### config.mk
export PLATFORM = sky130hd
export DESIGN_NAME = atc_ctl
export DESIGN_NICKNAME = d
export VERILOG_FILES = /design/src/hdl/atc_pkg.sv /design/src/hdl/atc_res_if.sv /design/src/hdl/atc_ctl.sv /design/src/hdl/atc_result_mem.sv
export SDC_FILE = /design/constraint.sdc
export NUM_CORES = 1
export LEC_CHECK = 0
export BUFFER_PORTS_ARGS = -buffer_cell sky130_fd_sc_hd__buf_2
export CORE_ASPECT_RATIO = 0.9
export CORE_MARGIN = 5
export CORE_UTILIZATION = 59
export CTS_CLUSTER_DIAMETER = 150
export DETAILED_ROUTE_END_ITERATION = 7
export PLACE_DENSITY = 0.79
export SYNTH_ARGS = -nofsm -noshare
export SYNTH_HDL_FRONTEND = slang
export SYNTH_SLANG_ARGS = --single-unit
### constraint.sdc
create_clock -name core_clk_in -period 2.9 [get_ports core_clk_in]
set_input_delay 0.58 -clock core_clk_in [delete_from_list [all_inputs] [get_ports core_clk_in]]
set_output_delay 0.58 -clock core_clk_in [all_outputs]
set_load 0.05 [all_outputs]
### src/hdl/atc_pkg.sv
package atc_pkg;

  // bus and storage geometry
  localparam int ADDR_W    = 5;
  localparam int DATA_W    = 16;
  localparam int NUM_SLOTS = 6;
  localparam int SLOT_W    = 3;
  localparam int RES_BITS  = 10;

  // register offsets
  localparam logic [ADDR_W-1:0] OFS_STATUS   = 5'h00;
  localparam logic [ADDR_W-1:0] OFS_FLAGS    = 5'h01;
  localparam logic [ADDR_W-1:0] OFS_TRIG_CTL = 5'h02;
  localparam logic [ADDR_W-1:0] OFS_FMT_CTL  = 5'h03;
  localparam logic [ADDR_W-1:0] OFS_CMP_EN   = 5'h04;
  localparam logic [ADDR_W-1:0] OFS_START    = 5'h05;
  localparam logic [ADDR_W-1:0] OFS_IRQ_STAT = 5'h06;
  localparam logic [ADDR_W-1:0] OFS_IRQ_MASK = 5'h07;
  localparam logic [ADDR_W-1:0] OFS_RES_BASE = 5'h10;

  // trigger_and_irq_control fields
  localparam int BIT_FAST_CLR = 6;
  localparam int BIT_LEVEL    = 4;
  localparam int BIT_POL      = 3;
  localparam int BIT_EXT_TRIG = 2;
  localparam int BIT_SEQ_IE   = 1;
  localparam int BIT_CMP_IE   = 0;

  // result_format_sequence_control fields
  localparam int BIT_JUSTIFY = 7;
  localparam int SEQ_MSB     = 6;
  localparam int SEQ_LSB     = 3;
  localparam int BIT_FIFO    = 2;
  localparam int FRZ_MSB     = 1;
  localparam int FRZ_LSB     = 0;

  // interrupt status and mask bits
  localparam int IRQ_SEQ = 0;
  localparam int IRQ_CMP = 1;

  // reset values
  localparam logic [7:0] TRIG_CTL_RST = 8'h00;
  localparam logic [7:0] FMT_CTL_RST  = 8'h20;
  localparam logic [5:0] CMP_EN_RST   = 6'h00;
  localparam logic [1:0] IRQ_MASK_RST = 2'h0;

  typedef enum logic [1:0] {
    FRZ_RUN    = 2'b00,
    FRZ_RSVD   = 2'b01,
    FRZ_FINISH = 2'b10,
    FRZ_NOW    = 2'b11
  } atc_frz_t;

  typedef enum logic [1:0] {
    ST_IDLE  = 2'b00,
    ST_ARMED = 2'b01,
    ST_ISSUE = 2'b10,
    ST_WAIT  = 2'b11
  } atc_state_t;

  // sequence length: 0 and above 6 mean six conversions
  function automatic logic [SLOT_W-1:0] atc_seq_len(input logic [3:0] code);
    atc_seq_len = (code == 4'h0 || code > 4'h6) ? 3'h6 : code[2:0];
  endfunction

  // one bit per result slot
  function automatic logic [NUM_SLOTS-1:0] atc_onehot(input logic [SLOT_W-1:0] idx);
    atc_onehot = NUM_SLOTS'(1) << idx;
  endfunction

endpackage

### src/hdl/atc_res_if.sv
`timescale 1ns/1ps
interface atc_res_if #(
  parameter int DEPTH = 6,
  parameter int WIDTH = 16,
  parameter int AW    = 3
);
  logic             wr_en;
  logic [AW-1:0]    wr_addr;
  logic [WIDTH-1:0] wr_data;
  logic [AW-1:0]    rd_addr;
  logic [WIDTH-1:0] rd_data;

  modport ctl (output wr_en, output wr_addr, output wr_data, output rd_addr, input rd_data);
  modport mem (input wr_en, input wr_addr, input wr_data, input rd_addr, output rd_data);
endinterface

### src/hdl/atc_ctl.sv
// Notes on behaviour
// - any write to either control register aborts the running sequence
// - without fast clear a flag clears only by writing one to it
// - fast clear, compare off: reading result n clears flag n
// - fast clear, compare on: writing result n clears flag n
// - level and polarity bits pick falling, rising, low or high trigger
// - trigger enable arms triggering and enables channel input buffer when trig_src_channel_in is set
// - sequence irq enable requests interrupt while sequence flag set
// - compare irq enable requests interrupt when compare-enabled flag sets
// - results unsigned; justify bit zero left, one right
// - bits six to three give sequence length, reset gives four
// - fixed mode: k-th conversion goes to result register k
// - fifo mode: slot counter keeps running and wraps after last
// - slot counter readable in status register
// - abort or new start clears slot counter, also in fifo mode
// - fifo mode disables all compare and compare interrupt
// - freeze field decides response to debug breakpoint
// - freeze codes: run, reserved, finish then freeze, freeze now
// - length code zero or above six means six conversions
`timescale 1ns/1ps
module atc_ctl
  import atc_pkg::*;
(
  input  wire logic              core_clk_in,
  input  wire logic              reset_in,
  input  wire logic [ADDR_W-1:0] reg_addr_in,
  input  wire logic [DATA_W-1:0] reg_wdata_in,
  input  wire logic              reg_wr_in,
  input  wire logic              reg_rd_in,
  output logic      [DATA_W-1:0] reg_rdata_out,
  input  wire logic              ext_trig_in,
  input  wire logic              trig_src_channel_in,
  input  wire logic              freeze_in,
  input  wire logic              conv_done_in,
  input  wire logic [RES_BITS-1:0] conv_data_in,
  input  wire logic              conv_match_in,
  output logic                   conv_start_out,
  output logic                   conv_abort_out,
  output logic                   conv_hold_out,
  output logic                   dig_buf_en_out,
  output logic                   irq_out
);

  atc_res_if #(.DEPTH(NUM_SLOTS), .WIDTH(DATA_W), .AW(SLOT_W)) res ();

  atc_result_mem #(.DEPTH(NUM_SLOTS), .WIDTH(DATA_W)) u_mem (
    .core_clk_in (core_clk_in),
    .reset_in    (reset_in),
    .res         (res.mem)
  );

  logic [7:0]           trig_ctl_ff;
  logic [7:0]           fmt_ctl_ff;
  logic [NUM_SLOTS-1:0] cmp_en_ff;
  logic [NUM_SLOTS-1:0] ccf_ff;
  logic [1:0]           irq_stat_ff;
  logic [1:0]           irq_mask_ff;
  logic [SLOT_W-1:0]    slot_ff;
  logic [SLOT_W-1:0]    conv_idx_ff;
  atc_state_t           state_ff;
  atc_state_t           nxt_state;
  logic                 trig_meta_ff;
  logic                 trig_sync_ff;
  logic                 trig_prev_ff;
  logic                 conv_start_ff;
  logic                 conv_abort_ff;
  logic                 conv_hold_ff;
  logic                 dig_buf_ff;
  logic                 irq_ff;
  logic [DATA_W-1:0]    rd_data_ff;
  logic                 res_sel_ff;
  logic                 start_pulse;

  // address decode
  wire wr_trig  = reg_wr_in && (reg_addr_in == OFS_TRIG_CTL);
  wire wr_fmt   = reg_wr_in && (reg_addr_in == OFS_FMT_CTL);
  wire wr_start = reg_wr_in && (reg_addr_in == OFS_START);
  wire wr_flags = reg_wr_in && (reg_addr_in == OFS_FLAGS);
  wire wr_cmp   = reg_wr_in && (reg_addr_in == OFS_CMP_EN);
  wire wr_istat = reg_wr_in && (reg_addr_in == OFS_IRQ_STAT);
  wire wr_imask = reg_wr_in && (reg_addr_in == OFS_IRQ_MASK);
  wire res_hit  = (reg_addr_in >= OFS_RES_BASE)
               && (reg_addr_in < OFS_RES_BASE + ADDR_W'(NUM_SLOTS));
  wire [SLOT_W-1:0] res_idx = SLOT_W'(reg_addr_in - OFS_RES_BASE);
  wire rd_res   = reg_rd_in && res_hit;
  wire wr_res   = reg_wr_in && res_hit;

  // abort on trigger or format control write or new start
  wire abort_req = wr_trig || wr_fmt || wr_start;

  // decoded control fields
  wire fast_clr   = trig_ctl_ff[BIT_FAST_CLR];
  wire ext_en     = trig_ctl_ff[BIT_EXT_TRIG];
  wire trig_level = trig_ctl_ff[BIT_LEVEL];
  wire trig_pol   = trig_ctl_ff[BIT_POL];
  wire seq_ie     = trig_ctl_ff[BIT_SEQ_IE];
  wire fifo_mode  = fmt_ctl_ff[BIT_FIFO];
  wire justify_r  = fmt_ctl_ff[BIT_JUSTIFY];
  wire [SLOT_W-1:0] seq_len = atc_seq_len(fmt_ctl_ff[SEQ_MSB:SEQ_LSB]);
  wire atc_frz_t  frz_mode  = atc_frz_t'(fmt_ctl_ff[FRZ_MSB:FRZ_LSB]);

  // fifo mode hides every compare enable
  wire [NUM_SLOTS-1:0] cmp_en_eff = fifo_mode ? '0 : cmp_en_ff;
  wire cmp_ie_eff = trig_ctl_ff[BIT_CMP_IE] && !fifo_mode;

  // trigger sensitivity from level and polarity bits
  wire trig_rise  = !trig_prev_ff && trig_sync_ff;
  wire trig_fall  = trig_prev_ff && !trig_sync_ff;
  wire trig_edge  = trig_pol ? trig_rise : trig_fall;
  wire trig_lvl   = (trig_sync_ff == trig_pol);
  wire trig_event = ext_en && (trig_level ? trig_lvl : trig_edge);

  // breakpoint response
  wire frz_stop_next = freeze_in && (frz_mode == FRZ_FINISH || frz_mode == FRZ_NOW);
  wire frz_now       = freeze_in && (frz_mode == FRZ_NOW);

  // conversion completion and storage
  wire last_conv = (conv_idx_ff == seq_len - 3'd1);
  wire store_en  = conv_done_in && (state_ff == ST_WAIT) && !abort_req;
  wire seq_done  = store_en && last_conv;
  wire [DATA_W-1:0] res_word = justify_r ? {6'h00, conv_data_in}
                                         : {conv_data_in, 6'h00};

  // conversion flag set and clear vectors
  wire [NUM_SLOTS-1:0] slot_bit = atc_onehot(slot_ff);
  wire [NUM_SLOTS-1:0] idx_bit  = atc_onehot(res_idx);
  wire [NUM_SLOTS-1:0] set_vec  = store_en
                                ? slot_bit & (~cmp_en_eff | {NUM_SLOTS{conv_match_in}})
                                : '0;
  wire [NUM_SLOTS-1:0] clr_w1c  = (!fast_clr && wr_flags)
                                ? reg_wdata_in[NUM_SLOTS-1:0] : '0;
  wire [NUM_SLOTS-1:0] clr_rd   = (fast_clr && rd_res) ? idx_bit & ~cmp_en_eff : '0;
  wire [NUM_SLOTS-1:0] clr_wr   = (fast_clr && wr_res) ? idx_bit & cmp_en_eff : '0;
  wire [NUM_SLOTS-1:0] nxt_ccf  = set_vec | (ccf_ff & ~(clr_w1c | clr_rd | clr_wr));
  wire cmp_evt = |(set_vec & cmp_en_eff);

  // interrupt status, set wins over write-one clear
  wire [1:0] istat_clr = wr_istat ? reg_wdata_in[1:0] : 2'h0;
  wire [1:0] nxt_istat = (irq_stat_ff & ~istat_clr) | {cmp_evt, seq_done};
  wire [1:0] irq_en    = {cmp_ie_eff, seq_ie};
  wire       nxt_irq   = |(irq_stat_ff & irq_mask_ff & irq_en);

  // slot counter: fixed mode follows the conversion index, fifo wraps
  wire [SLOT_W-1:0] slot_inc = (slot_ff == SLOT_W'(NUM_SLOTS - 1)) ? '0
                                                                  : SLOT_W'(slot_ff + 3'd1);
  wire [SLOT_W-1:0] nxt_slot = abort_req ? '0
                             : !store_en ? slot_ff
                             : fifo_mode ? slot_inc
                             : last_conv ? '0 : SLOT_W'(slot_ff + 3'd1);
  wire [SLOT_W-1:0] nxt_idx  = abort_req ? '0
                             : !store_en ? conv_idx_ff
                             : last_conv ? '0 : SLOT_W'(conv_idx_ff + 3'd1);

  // register read selection
  wire [DATA_W-1:0] status_word = {8'h00, irq_stat_ff[IRQ_SEQ], state_ff != ST_IDLE,
                                   3'h0, slot_ff};
  wire [DATA_W-1:0] rd_val =
      (reg_addr_in == OFS_STATUS)   ? status_word :
      (reg_addr_in == OFS_FLAGS)    ? DATA_W'(ccf_ff) :
      (reg_addr_in == OFS_TRIG_CTL) ? DATA_W'(trig_ctl_ff) :
      (reg_addr_in == OFS_FMT_CTL)  ? DATA_W'(fmt_ctl_ff) :
      (reg_addr_in == OFS_CMP_EN)   ? DATA_W'(cmp_en_ff) :
      (reg_addr_in == OFS_IRQ_STAT) ? DATA_W'(irq_stat_ff) :
      (reg_addr_in == OFS_IRQ_MASK) ? DATA_W'(irq_mask_ff) : 16'h0000;

  // result memory hookup
  assign res.wr_en   = store_en;
  assign res.wr_addr = slot_ff;
  assign res.wr_data = res_word;
  assign res.rd_addr = res_idx;

  // sequence controller
  always_comb begin
    nxt_state   = state_ff;
    start_pulse = 1'b0;
    case (state_ff)
      ST_IDLE: begin
        nxt_state = ST_IDLE;
      end
      ST_ARMED: begin
        if (!ext_en || trig_event) begin
          nxt_state = ST_ISSUE;
        end
      end
      ST_ISSUE: begin
        if (!frz_stop_next) begin
          nxt_state   = ST_WAIT;
          start_pulse = 1'b1;
        end
      end
      ST_WAIT: begin
        if (conv_done_in) begin
          nxt_state = !last_conv ? ST_ISSUE : (ext_en ? ST_ARMED : ST_IDLE);
        end
      end
      default: begin
        nxt_state = ST_IDLE;
      end
    endcase
    if (abort_req) begin
      nxt_state   = wr_start ? ST_ARMED : ST_IDLE;
      start_pulse = 1'b0;
    end
  end

  // control registers
  always_ff @(posedge core_clk_in or posedge reset_in) begin
    if (reset_in) begin
      trig_ctl_ff <= TRIG_CTL_RST;
      fmt_ctl_ff  <= FMT_CTL_RST;
      cmp_en_ff   <= CMP_EN_RST;
      irq_mask_ff <= IRQ_MASK_RST;
    end else begin
      trig_ctl_ff <= wr_trig ? reg_wdata_in[7:0] : trig_ctl_ff;
      fmt_ctl_ff  <= wr_fmt ? reg_wdata_in[7:0] : fmt_ctl_ff;
      cmp_en_ff   <= wr_cmp ? reg_wdata_in[NUM_SLOTS-1:0] : cmp_en_ff;
      irq_mask_ff <= wr_imask ? reg_wdata_in[1:0] : irq_mask_ff;
    end
  end

  // flags, counters and state
  always_ff @(posedge core_clk_in or posedge reset_in) begin
    if (reset_in) begin
      ccf_ff      <= '0;
      irq_stat_ff <= 2'h0;
      slot_ff     <= '0;
      conv_idx_ff <= '0;
      state_ff    <= ST_IDLE;
    end else begin
      ccf_ff      <= nxt_ccf;
      irq_stat_ff <= nxt_istat;
      slot_ff     <= nxt_slot;
      conv_idx_ff <= nxt_idx;
      state_ff    <= nxt_state;
    end
  end

  // external trigger synchroniser and edge history
  always_ff @(posedge core_clk_in or posedge reset_in) begin
    if (reset_in) begin
      trig_meta_ff <= 1'b0;
      trig_sync_ff <= 1'b0;
      trig_prev_ff <= 1'b0;
    end else begin
      trig_meta_ff <= ext_trig_in;
      trig_sync_ff <= trig_meta_ff;
      trig_prev_ff <= trig_sync_ff;
    end
  end

  // output flops
  always_ff @(posedge core_clk_in or posedge reset_in) begin
    if (reset_in) begin
      conv_start_ff <= 1'b0;
      conv_abort_ff <= 1'b0;
      conv_hold_ff  <= 1'b0;
      dig_buf_ff    <= 1'b0;
      irq_ff        <= 1'b0;
      rd_data_ff    <= '0;
      res_sel_ff    <= 1'b0;
    end else begin
      conv_start_ff <= start_pulse;
      conv_abort_ff <= abort_req;
      conv_hold_ff  <= frz_now && (state_ff == ST_WAIT);
      dig_buf_ff    <= ext_en && trig_src_channel_in;
      irq_ff        <= nxt_irq;
      rd_data_ff    <= reg_rd_in ? rd_val : '0;
      res_sel_ff    <= rd_res;
    end
  end

  // result reads come from the memory's own output register
  assign reg_rdata_out  = res_sel_ff ? res.rd_data : rd_data_ff;
  assign conv_start_out = conv_start_ff;
  assign conv_abort_out = conv_abort_ff;
  assign conv_hold_out  = conv_hold_ff;
  assign dig_buf_en_out = dig_buf_ff;
  assign irq_out        = irq_ff;
endmodule

### src/hdl/atc_result_mem.sv
`timescale 1ns/1ps
module atc_result_mem #(
  parameter int DEPTH = 6,
  parameter int WIDTH = 16
) (
  input  wire logic core_clk_in,
  input  wire logic reset_in,
  atc_res_if.mem    res
);
  logic [WIDTH-1:0] mem_ff [DEPTH];
  logic [WIDTH-1:0] rd_ff;

  // result storage, written once per finished conversion
  always_ff @(posedge core_clk_in) begin
    if (res.wr_en) begin
      mem_ff[res.wr_addr] <= res.wr_data;
    end
  end

  // registered read port, unused addresses read zero
  always_ff @(posedge core_clk_in or posedge reset_in) begin
    if (reset_in) begin
      rd_ff <= '0;
    end else begin
      rd_ff <= (res.rd_addr < DEPTH) ? mem_ff[res.rd_addr] : '0;
    end
  end

  assign res.rd_data = rd_ff;
endmodule

==> impl_results.rst, run 1 <==
.. list-table::
   :header-rows: 1

   * - Metric
     - Value
   * - FF-to-FF setup slack
     - 0.69 ns
   * - Post-CTS Setup Bufs
     - 0
   * - Post-synthesis compound-gate area fraction
     - 8.449%
   * - GRT met1 Usage
     - 34.30%
   * - Combined area of all synthesized cells
     - 7331 sq um
   * - Portion of the clock cycle consumed by the worst path in the final layout
     - 84.06%
   * - Post-synthesis cell type with the largest combined area
     - sky130_fd_sc_hd__edfxtp_1
   * - Row count
     - 38
   * - Max Clk Rate
     - 0.4102 GHz
   * - Sequence of cells on the critical path
     - mux2_2 > buf_2
   * - Starting Density
     - 60.46%
   * - Count of cells along the worst register-to-register path
     - 7
   * - Unrepaired setup endpoints after global routing
     - no
   * - Number of hold-repair buffers added at the cts stage
     - 0
   * - Number of I/O pins
     - 61
   * - GR met3 Demand/Resource
     - 7.650%
   * - Via count of the first global-routing pass
     - 4673
   * - Die ar.
     - 14760 sq um
   * - TritonCTS clock tree
     - done
   * - Number of routed nets with antenna violations
     - 0
   * - Result of the run
     - complete, no violations
   * - DR vias
     - 4787
   * - Clock slew at reported path FFs
     - 0.07 ns
   * - Synthesized-area fraction occupied by xor and xnor cells
     - 0.3584%
   * - Number of synthesized register bits
     - 169
   * - Setup Total Neg Slack
     - 0 ns
   * - Clock buffers created by TritonCTS
     - 17
   * - Die width
     - 127.5 microns
   * - DRC viols
     - 0
   * - Critical path start-end classification
     - flop to output port
   * - Worst reg2reg endpoint
     - conv_idx_ff[1]
   * - Critical R2R Launch
     - fmt_ctl_ff[5]
   * - Worst Setup Start Kind
     - flop
   * - First-pass GRT wire length
     - 26430 microns
   * - Drt first pass iters
     - 8
   * - DRT iter0 DRCs
     - 506
   * - Lkg Pwr
     - 3.452 nW
   * - Power density normalized to cell area
     - 800.4 nW/um^2
   * - Global-route total usage across every layer
     - 24.26%
   * - Most frequently used flop master after synthesis
     - sky130_fd_sc_hd__edfxtp_1
   * - Mean routed wirelength per cell
     - 21.97 microns
   * - Maximum cell stage delay along the critical path
     - 0.76 ns
   * - Synthesized-area fraction occupied by and/or/nand/nor cells
     - 10.41%
   * - Global route overflow
     - 0
   * - Initial antenna violation count
     - 0
   * - Share of flip-flops with an asynchronous set or reset
     - 43.20%
   * - Pin slew with the least headroom to its limit
     - 0.6934 ns
   * - Area contributors post-synth
     - sky130_fd_sc_hd__edfxtp_1, sky130_fd_sc_hd__dfrtp_1, sky130_fd_sc_hd__mux2_2, sky130_fd_sc_hd__mux4_2, sky130_fd_sc_hd__mux2i_1
   * - Final hold violation count
     - 0
   * - Drt via density
     - 6.225
   * - Final number of max-transition violations
     - 0
   * - Average size of a mapped cell
     - 13.81 sq um
   * - Data required time at the worst endpoint
     - 2.32 ns
   * - Library cells used by synthesis
     - 58
   * - Largest net degree at the start of global routing
     - 39
   * - Slowest cell on the critical path
     - sky130_fd_sc_hd__dfrtp_1
   * - Top fanout value on the critical path
     - 16
   * - Port-buffer cells
     - 52
   * - Final worst clock skew
     - 0.009729 ns
   * - Count of yosys warnings during synthesis
     - 0
   * - Worst-Skew Late Latency
     - 0.44 ns
   * - Vertical die dimension
     - 115.7 microns
   * - Final critical-path required period
     - 2.438 ns
   * - Final weighted congestion in routability-driven placement
     - 0.9673
   * - Worst EP arrival
     - 1.86 ns
   * - Mux share of post-synthesis cell area
     - 13.13%
   * - Worst vdd rail ir drop
     - 0.0006208 V
   * - CORE AREA
     - 12120 sq um
   * - Class of the tightest hold or removal check
     - input pin to asynchronous set/reset pin
   * - Sequential element share of the synthesized area
     - 64.26%
   * - Worst max-slew margin expressed relative to the limit
     - 53.77%
   * - Largest family of logic cells by synthesized area
     - multiplexers
   * - Post-detail-place hpwl
     - 11030 microns
   * - Longest Clk Path Bufs
     - 2
   * - Fin worst setup slack
     - 0.4622 ns
   * - Total number of nets in the final design
     - 643
   * - Drt total wl
     - 16890 microns
   * - Fraction of post-synthesis cell area in the top cell type by area
     - 39.32%
   * - Gate count after technology mapping
     - 531
   * - Synth Area in Adders
     - 1.195%
   * - Worst slack on hold paths
     - 0.1338 ns
   * - Most instantiated cells after synthesis
     - sky130_fd_sc_hd__edfxtp_1, sky130_fd_sc_hd__dfrtp_1, sky130_fd_sc_hd__nand2_1
   * - Most common cell in the netlist
     - sky130_fd_sc_hd__edfxtp_1
   * - H-tree depth
     - 4
   * - Maximum capacitance violations
     - 0
   * - Busiest layer in global routing
     - met2
   * - Number of flops mapped to enable cells by yosys
     - 96
   * - Clock Sink Count
     - 169
   * - Post-placement worst setup slack
     - 0.5126 ns
   * - Met2 Use GR
     - 36.55%
   * - Post-CTS resize count
     - 0
   * - Root Driver
     - sky130_fd_sc_hd__clkbuf_16
   * - Endpoint kind of the worst setup timing path
     - output port
   * - Fraction of layout cells with a size suffix above 1
     - 27.75%
   * - Antenna diode count
     - 0
   * - Setup violators final
     - 0
   * - Area growth syn-to-layout
     - 15.75%
   * - Synthesized netlist net count
     - 578
worst max-delay path by stage:
stage	from	slack (ns)	endpoint
6_report	res_sel_ff	0.46	reg_rdata_out[5]
5_1_grt	res_sel_ff	0.41	reg_rdata_out[0]
4_1_cts	res_sel_ff	0.44	reg_rdata_out[7]
3_5_place_dp	reg_addr_in[2]	0.51	u_mem.mem_ff[0][8]
3_3_place_gp	reg_addr_in[2]	0.59	u_mem.mem_ff[0][6]
2_1_floorplan	reg_addr_in[1]	-0.07	u_mem.mem_ff[2][0]
flip-flops by register name, indices dropped and copies added, names as in the netlist, 2 cells and up:
register and flops:
res.wr_addr 3, ccf_ff 6, rd_data_ff 8, u_mem.res.rd_data 16
irq_mask_ff 2, state_ff 2, trig_ctl_ff 8, fmt_ctl_ff 8
irq_stat_ff 2, cmp_en_ff 6, conv_idx_ff 3, u_mem.mem_ff 96
critical path: cells and delay by family, from the launching register on:
family / cells / cell delay [ns]
mux: 1 / 0.44
flops: 1 / 0.76
buf+inv: 1 / 0.22
cell usage in the layout, fill, tap and decap left out, drive strengths merged, types with 11 or more instances in the layout:
cell type  count
mux2          33
dfrtp         72
o21ai         31
nor3          13
mux4          16
nand3         11
edfxtp        96
nor2          22
inv           23
and2          17
clkbuf        17
mux2i         23
nand2         56
a21oi         13
buf           70
metrics by stage:
| step | total power [mW] | area (sq um) | instances | util, % |
|---|---|---|---|---|
| 6_report | 6.792 | 8486 | 769 | 69.99 |
| 3_3_place_gp | 4.329 | 7854 | 737 | 64.78 |
| 5_1_grt | 7.073 | 8486 | 769 | 69.99 |
| 3_5_place_dp | 4.386 | 7854 | 737 | 64.78 |
| 4_1_cts | 6.798 | 8486 | 769 | 69.99 |
| 2_1_floorplan | 3.996 | 7336 | 531 | - |
kinds of logic (layout without fill, tap and decap cells):
kind of cell / Yosys count / after routing
buf+inv: 39 / 117
compound gates: 90 / 90
mux: 72 / 72
xor+xnor: 3 / 3
flops: 169 / 169
fa+ha+maj: 7 / 7
simple gates: 151 / 151
per-layer routing:
| layer | routed length [microns] | share of wire [%] |
|---|---|---|
| met1 | 7276 | 43 |
| met2 | 7872 | 47 |
| met3 | 1456 | 8.6 |
| met4 | 286 | 1.7 |
| met5 | 0 | 0 |
layout make-up:
| type | count | area (sq um) |
|---|---|---|
| inverter | 15 | 56.30 |
| sequential | 169 | 4711 |
| fill | 828 | 3638 |
| clock buffer | 17 | 425.4 |
| clock inverter | 15 | 206.4 |
| tap | 160 | 200.2 |
| timing repair buffer | 70 | 407.9 |
| multi-input combinational | 323 | 2479 |
where the power goes:
group / internal [mW] / leakage, nW / switching [mW]
registers: 2.95 / 1.79 / 0.270
clock network: 1.39 / 0.312 / 1.02
logic: 0.453 / 1.35 / 0.700
(Power assumes the default switching activity.)
==> inputs of run 2 (changes only) <==
- CORE_UTILIZATION: 59 -> 54
- PLACE_DENSITY: 0.79 -> 0.76
- clock period: 2.9 -> 2.18 ns (I/O delays scaled with it)
==> impl_results.rst, run 2 (synthesis results as in run 1) <==
.. list-table::
   :header-rows: 1

   * - Metric
     - Value
   * - Result of the run
     - complete, no violations
   * - Number of routed nets with antenna violations
     - 0
   * - Lkg Pwr
     - 3.531 nW
   * - Portion of the clock cycle consumed by the worst path in the final layout
     - 93.21%
   * - Top fanout value on the critical path
     - 12
   * - Drt via density
     - 5.971
   * - H-tree depth
     - 4
   * - DR vias
     - 4711
   * - Number of I/O pins
     - 61
   * - Largest net degree at the start of global routing
     - 58
   * - Drt first pass iters
     - 5
   * - Final critical-path required period
     - 2.032 ns
   * - Vertical die dimension
     - 120.5 microns
   * - Row count
     - 40
   * - Via count of the first global-routing pass
     - 4777
   * - Post-CTS Setup Bufs
     - 0
   * - Pin slew with the least headroom to its limit
     - 0.7837 ns
   * - Total number of nets in the final design
     - 655
   * - Unrepaired setup endpoints after global routing
     - no
   * - Data required time at the worst endpoint
     - 1.74 ns
   * - DRC viols
     - 0
   * - Final weighted congestion in routability-driven placement
     - 0.9657
   * - Drt total wl
     - 16890 microns
   * - Setup violators final
     - 0
   * - Longest Clk Path Bufs
     - 2
   * - Worst EP arrival
     - 1.60 ns
   * - Final number of max-transition violations
     - 0
   * - CORE AREA
     - 13310 sq um
   * - Critical path start-end classification
     - flop to output port
   * - Max Clk Rate
     - 0.4921 GHz
   * - Worst vdd rail ir drop
     - 0.001025 V
   * - Final worst clock skew
     - 0.004592 ns
   * - Final hold violation count
     - 0
   * - Final Total Pwr
     - 9.106 mW
   * - Clock Sink Count
     - 169
   * - Clock buffers created by TritonCTS
     - 17
   * - DRT iter0 DRCs
     - 518
   * - Worst Setup Start Kind
     - flop
   * - Antenna diode count
     - 0
   * - First-pass GRT wire length
     - 26680 microns
   * - Port-buffer cells
     - 52
   * - TritonCTS clock tree
     - done
   * - Die width
     - 132.8 microns
   * - Number of flip-flops in the largest register
     - 96
   * - Global-route total usage across every layer
     - 22.22%
   * - Root Driver
     - sky130_fd_sc_hd__clkbuf_16
   * - Area growth syn-to-layout
     - 18.57%
   * - Global route overflow
     - 0
   * - Most frequent cells in the layout
     - sky130_fd_sc_hd__edfxtp_1, sky130_fd_sc_hd__dfrtp_1, sky130_fd_sc_hd__nand2_1
   * - Most common cell after layout, fill and taps aside
     - sky130_fd_sc_hd__edfxtp_1
   * - Fraction of layout cells with a size suffix above 1
     - 29.79%
   * - Clock slew at reported path FFs
     - 0.07 ns
   * - Register containing the most flip-flops in the final layout
     - u_mem.mem_ff
   * - Class of the tightest hold or removal check
     - input pin to flop
   * - Power density normalized to cell area
     - 1048 nW/um^2
   * - Worst max-slew margin expressed relative to the limit
     - 47.64%
   * - Mean routed wirelength per cell
     - 21.40 microns
   * - Post-detail-place hpwl
     - 11490 microns
   * - Starting Density
     - 55.07%
   * - Endpoint kind of the worst setup timing path
     - output port
   * - Maximum capacitance violations
     - 0
   * - Initial antenna violation count
     - 0
   * - Worst-Skew Late Latency
     - 0.43 ns
   * - Worst slack on hold paths
     - 0.1161 ns
   * - Die ar.
     - 16010 sq um
run 2: final timing paths:
path / cells after the start / end / slack (ns) / from
max in group asynchronous: 3 / u_mem.res.rd_data[9] / 1.40 / reset_in
min in group asynchronous: 2 / conv_abort_out / 0.14 / reset_in
min reg2reg: 0 / trig_sync_ff / 0.35 / trig_meta_ff
max: 2 / reg_rdata_out[1] / 0.15 / res_sel_ff
min: 1 / trig_meta_ff / 0.12 / ext_trig_in
max reg2reg: 7 / irq_stat_ff[0] / 0.19 / fmt_ctl_ff[5]
run 2: cell type report:
class                      instances  area (sq um)
inverter                          15         60.06
tap                              168         210.2
timing repair buffer              82         585.6
multi-input combinational        323          2497
clock inverter                    12         148.9
fill                             943          4621
sequential                       169          4712
clock buffer                      20         478.0
run 2: timing repair:
item,4_1_cts,5_1_grt
setup endpoints to repair,5,1
endpoints found under the hold margin,0,0
hold buffers,0,0
gates cloned,0,0
gates resized for setup,1,1
run 2: where the power goes:
group          switching, mW  leakage [nW]  internal (mW)  total [mW]
combinational           1.01          1.43          0.707        1.72
sequential             0.321          1.79           3.93        4.25
clock                   1.29         0.311           1.85        3.14
run 2: critical path: stages (launching register included):
cell and delay, ns:
sky130_fd_sc_hd__dfrtp_2 0.54, sky130_fd_sc_hd__mux2_2 0.40, sky130_fd_sc_hd__buf_2 0.22
run 2: stage by stage:
stage	area [sq um]	instances	worst slack [ns]	util (%)	setup TNS [ns]
floorplan	7366	531	-0.2055	-	-9.936
global placement	8056	757	0.1135	60.52	0
detailed placement	8056	757	0.06636	60.52	0
CTS	8685	789	0.1043	65.24	0
global route	8692	789	0.06144	65.29	0
finish	8692	789	0.1480	65.29	0
run 2: per-layer routing:
layer	part of all wire, %	global-route usage, %	up-vias
met1	46	32.77	2393
met3	6.5	6.656	22
li1	-	-	2148
met4	0.95	5.130	0
met5	0	0	-
met2	47	32.84	148
==> inputs of run 3 (changes only) <==
- CORE_UTILIZATION: 54 -> 56
- CTS_BUF_LIST: not set -> sky130_fd_sc_hd__clkbuf_4 sky130_fd_sc_hd__clkbuf_8
- PLACE_DENSITY: 0.76 -> 0.78
- REMOVE_ABC_BUFFERS: not set -> 1
==> impl_results.rst, run 3 (synthesis results as in run 1) <==
.. list-table::
   :header-rows: 1

   * - Metric
     - Value
   * - Result of the run
     - complete, no violations
   * - Initial antenna violation count
     - 0
   * - Final worst clock skew
     - 0.01141 ns
   * - Longest Clk Path Bufs
     - 2
   * - Data required time at the worst endpoint
     - 2.57 ns
   * - Clock buffers created by TritonCTS
     - 17
   * - Max Clk Rate
     - 0.4723 GHz
   * - Die ar.
     - 15480 sq um
   * - Setup violators final
     - 0
   * - Global route overflow
     - 0
   * - Final weighted congestion in routability-driven placement
     - 0.9039
   * - Starting Density
     - 57.34%
   * - Final critical-path required period
     - 2.117 ns
   * - Post-placement worst setup slack
     - 0.04986 ns
   * - Clock Sink Count
     - 169
   * - Number of flip-flops in the largest register
     - 96
   * - Worst max-slew margin expressed relative to the limit
     - 60.30%
   * - Worst slack on hold paths
     - 0.08193 ns
   * - DR vias
     - 4816
   * - Antenna diode count
     - 0
   * - Worst-Skew Late Latency
     - 0.46 ns
   * - Top fanout value on the critical path
     - 5
   * - Power density normalized to cell area
     - 964.4 nW/um^2
   * - Post-detail-place hpwl
     - 11260 microns
   * - Top routing layer in use
     - met4
   * - Via count of the first global-routing pass
     - 4770
   * - Drt first pass iters
     - 8
   * - Port-buffer cells
     - 52
   * - Number of routed nets with antenna violations
     - 0
   * - TritonCTS clock tree
     - done
   * - Fin worst setup slack
     - 0.06258 ns
   * - Largest net degree at the start of global routing
     - 58
   * - Most common cell after layout, fill and taps aside
     - sky130_fd_sc_hd__edfxtp_1
   * - Clock slew at reported path FFs
     - 0.09 ns
   * - Drt via density
     - 6.135
   * - Total number of nets in the final design
     - 655
   * - Post-CTS Setup Bufs
     - 0
   * - Pin slew with the least headroom to its limit
     - 0.5955 ns
   * - Die width
     - 130.6 microns
   * - Fraction of layout cells with a size suffix above 1
     - 28.99%
   * - Final number of max-transition violations
     - 0
   * - Endpoint kind of the worst setup timing path
     - flop
   * - H-tree depth
     - 4
   * - Register containing the most flip-flops in the final layout
     - u_mem.mem_ff
   * - Root Driver
     - sky130_fd_sc_hd__clkbuf_8
   * - DRC viols
     - 0
   * - Mean routed wirelength per cell
     - 21.11 microns
   * - Portion of the clock cycle consumed by the worst path in the final layout
     - 97.13%
   * - CORE AREA
     - 12780 sq um
   * - First-pass GRT wire length
     - 26610 microns
   * - Number of I/O pins
     - 61
   * - Critical path start-end classification
     - flop to flop
   * - Most frequent cells in the layout
     - sky130_fd_sc_hd__edfxtp_1, sky130_fd_sc_hd__dfrtp_1, sky130_fd_sc_hd__nand2_1
   * - Met1 wire length
     - 7015 microns
   * - Lkg Pwr
     - 3.415 nW
   * - Worst EP arrival
     - 2.50 ns
   * - Met3 layer wire length in the routed design
     - 1129 microns
   * - Class of the tightest hold or removal check
     - input pin to flop
   * - Worst Setup Start Kind
     - flop
   * - Drt total wl
     - 16570 microns
   * - Maximum capacitance violations
     - 0
   * - Area growth syn-to-layout
     - 14.87%
   * - Row count
     - 39
   * - Vertical die dimension
     - 118.5 microns
   * - DRT iter0 DRCs
     - 602
   * - Final hold violation count
     - 0
   * - Amount of wire on met2 after detailed routing
     - 8210 microns
   * - Global-route total usage across every layer
     - 22.74%
   * - Worst vdd rail ir drop
     - 0.0007533 V
[run 3: per-layer routing]
metal	GRT usage, %	vias up
li1	-	2143
met1	34.05	2440
met2	33.93	204
met3	4.691	29
met4	6.941	0
met5	0	-
[run 3: repair_timing]
action,in CTS,in global routing
hold endpoints to repair,16,0
hold buffers,1,0
resized for setup,0,1
endpoints found under the setup margin,0,5
[run 3: area by class of cell]
cell class / count / area [sq um]
clock buffers: 21 / 270.3
clock inverters: 11 / 122.6
fillers: 913 / 4364
inverters: 15 / 56.30
multi-input cells: 323 / 2480
flip-flops and latches: 169 / 4711
well taps: 164 / 205.2
repair buffers: 82 / 575.6
[run 3: power breakdown]
group / internal (mW) / switching (mW)
sequential: 3.92 / 0.313
clock: 1.09 / 1.11
combinational: 0.693 / 0.998
total: 5.70 / 2.42
[run 3: worst max-delay path, stage by stage (launching register included)]
cell and delay, ns:
sky130_fd_sc_hd__dfstp_2 0.55, sky130_fd_sc_hd__nor2_1 0.04, sky130_fd_sc_hd__nor3_1 0.16, sky130_fd_sc_hd__ha_1 0.27
sky130_fd_sc_hd__xnor2_1 0.14, sky130_fd_sc_hd__nor3_1 0.39, sky130_fd_sc_hd__and2_2 0.33, sky130_fd_sc_hd__a22o_1 0.18
[run 3: path summary, 6_finish.rpt]
path                               startpoint                   end  slack (ns)  cells past startpoint
worst max-delay path            fmt_ctl_ff[5]        irq_stat_ff[0]        0.06                      7
worst min-delay path              ext_trig_in          trig_meta_ff        0.08                      1
worst max register to register  fmt_ctl_ff[5]        irq_stat_ff[0]        0.06                      7
worst min register to register   trig_meta_ff          trig_sync_ff        0.36                      0
max in group asynchronous            reset_in         fmt_ctl_ff[5]        1.05                      4
min in group asynchronous            reset_in  u_mem.res.rd_data[4]        0.50                      3
[run 3: stage by stage]
| step | cells | util (%) | setup TNS [ns] | total power [mW] | cell area, sq um |
|---|---|---|---|---|---|
| floorplan | 507 | - | -55.03 | 5.257 | 7226 |
| global placement | 752 | 62.70 | 0 | 5.867 | 8016 |
| detailed placement | 752 | 62.70 | 0 | 5.954 | 8016 |
| CTS | 785 | 65.85 | 0 | 8.121 | 8419 |
| global route | 785 | 65.86 | -0.06075 | 8.495 | 8421 |
| finish | 785 | 65.86 | 0 | 8.120 | 8421 |
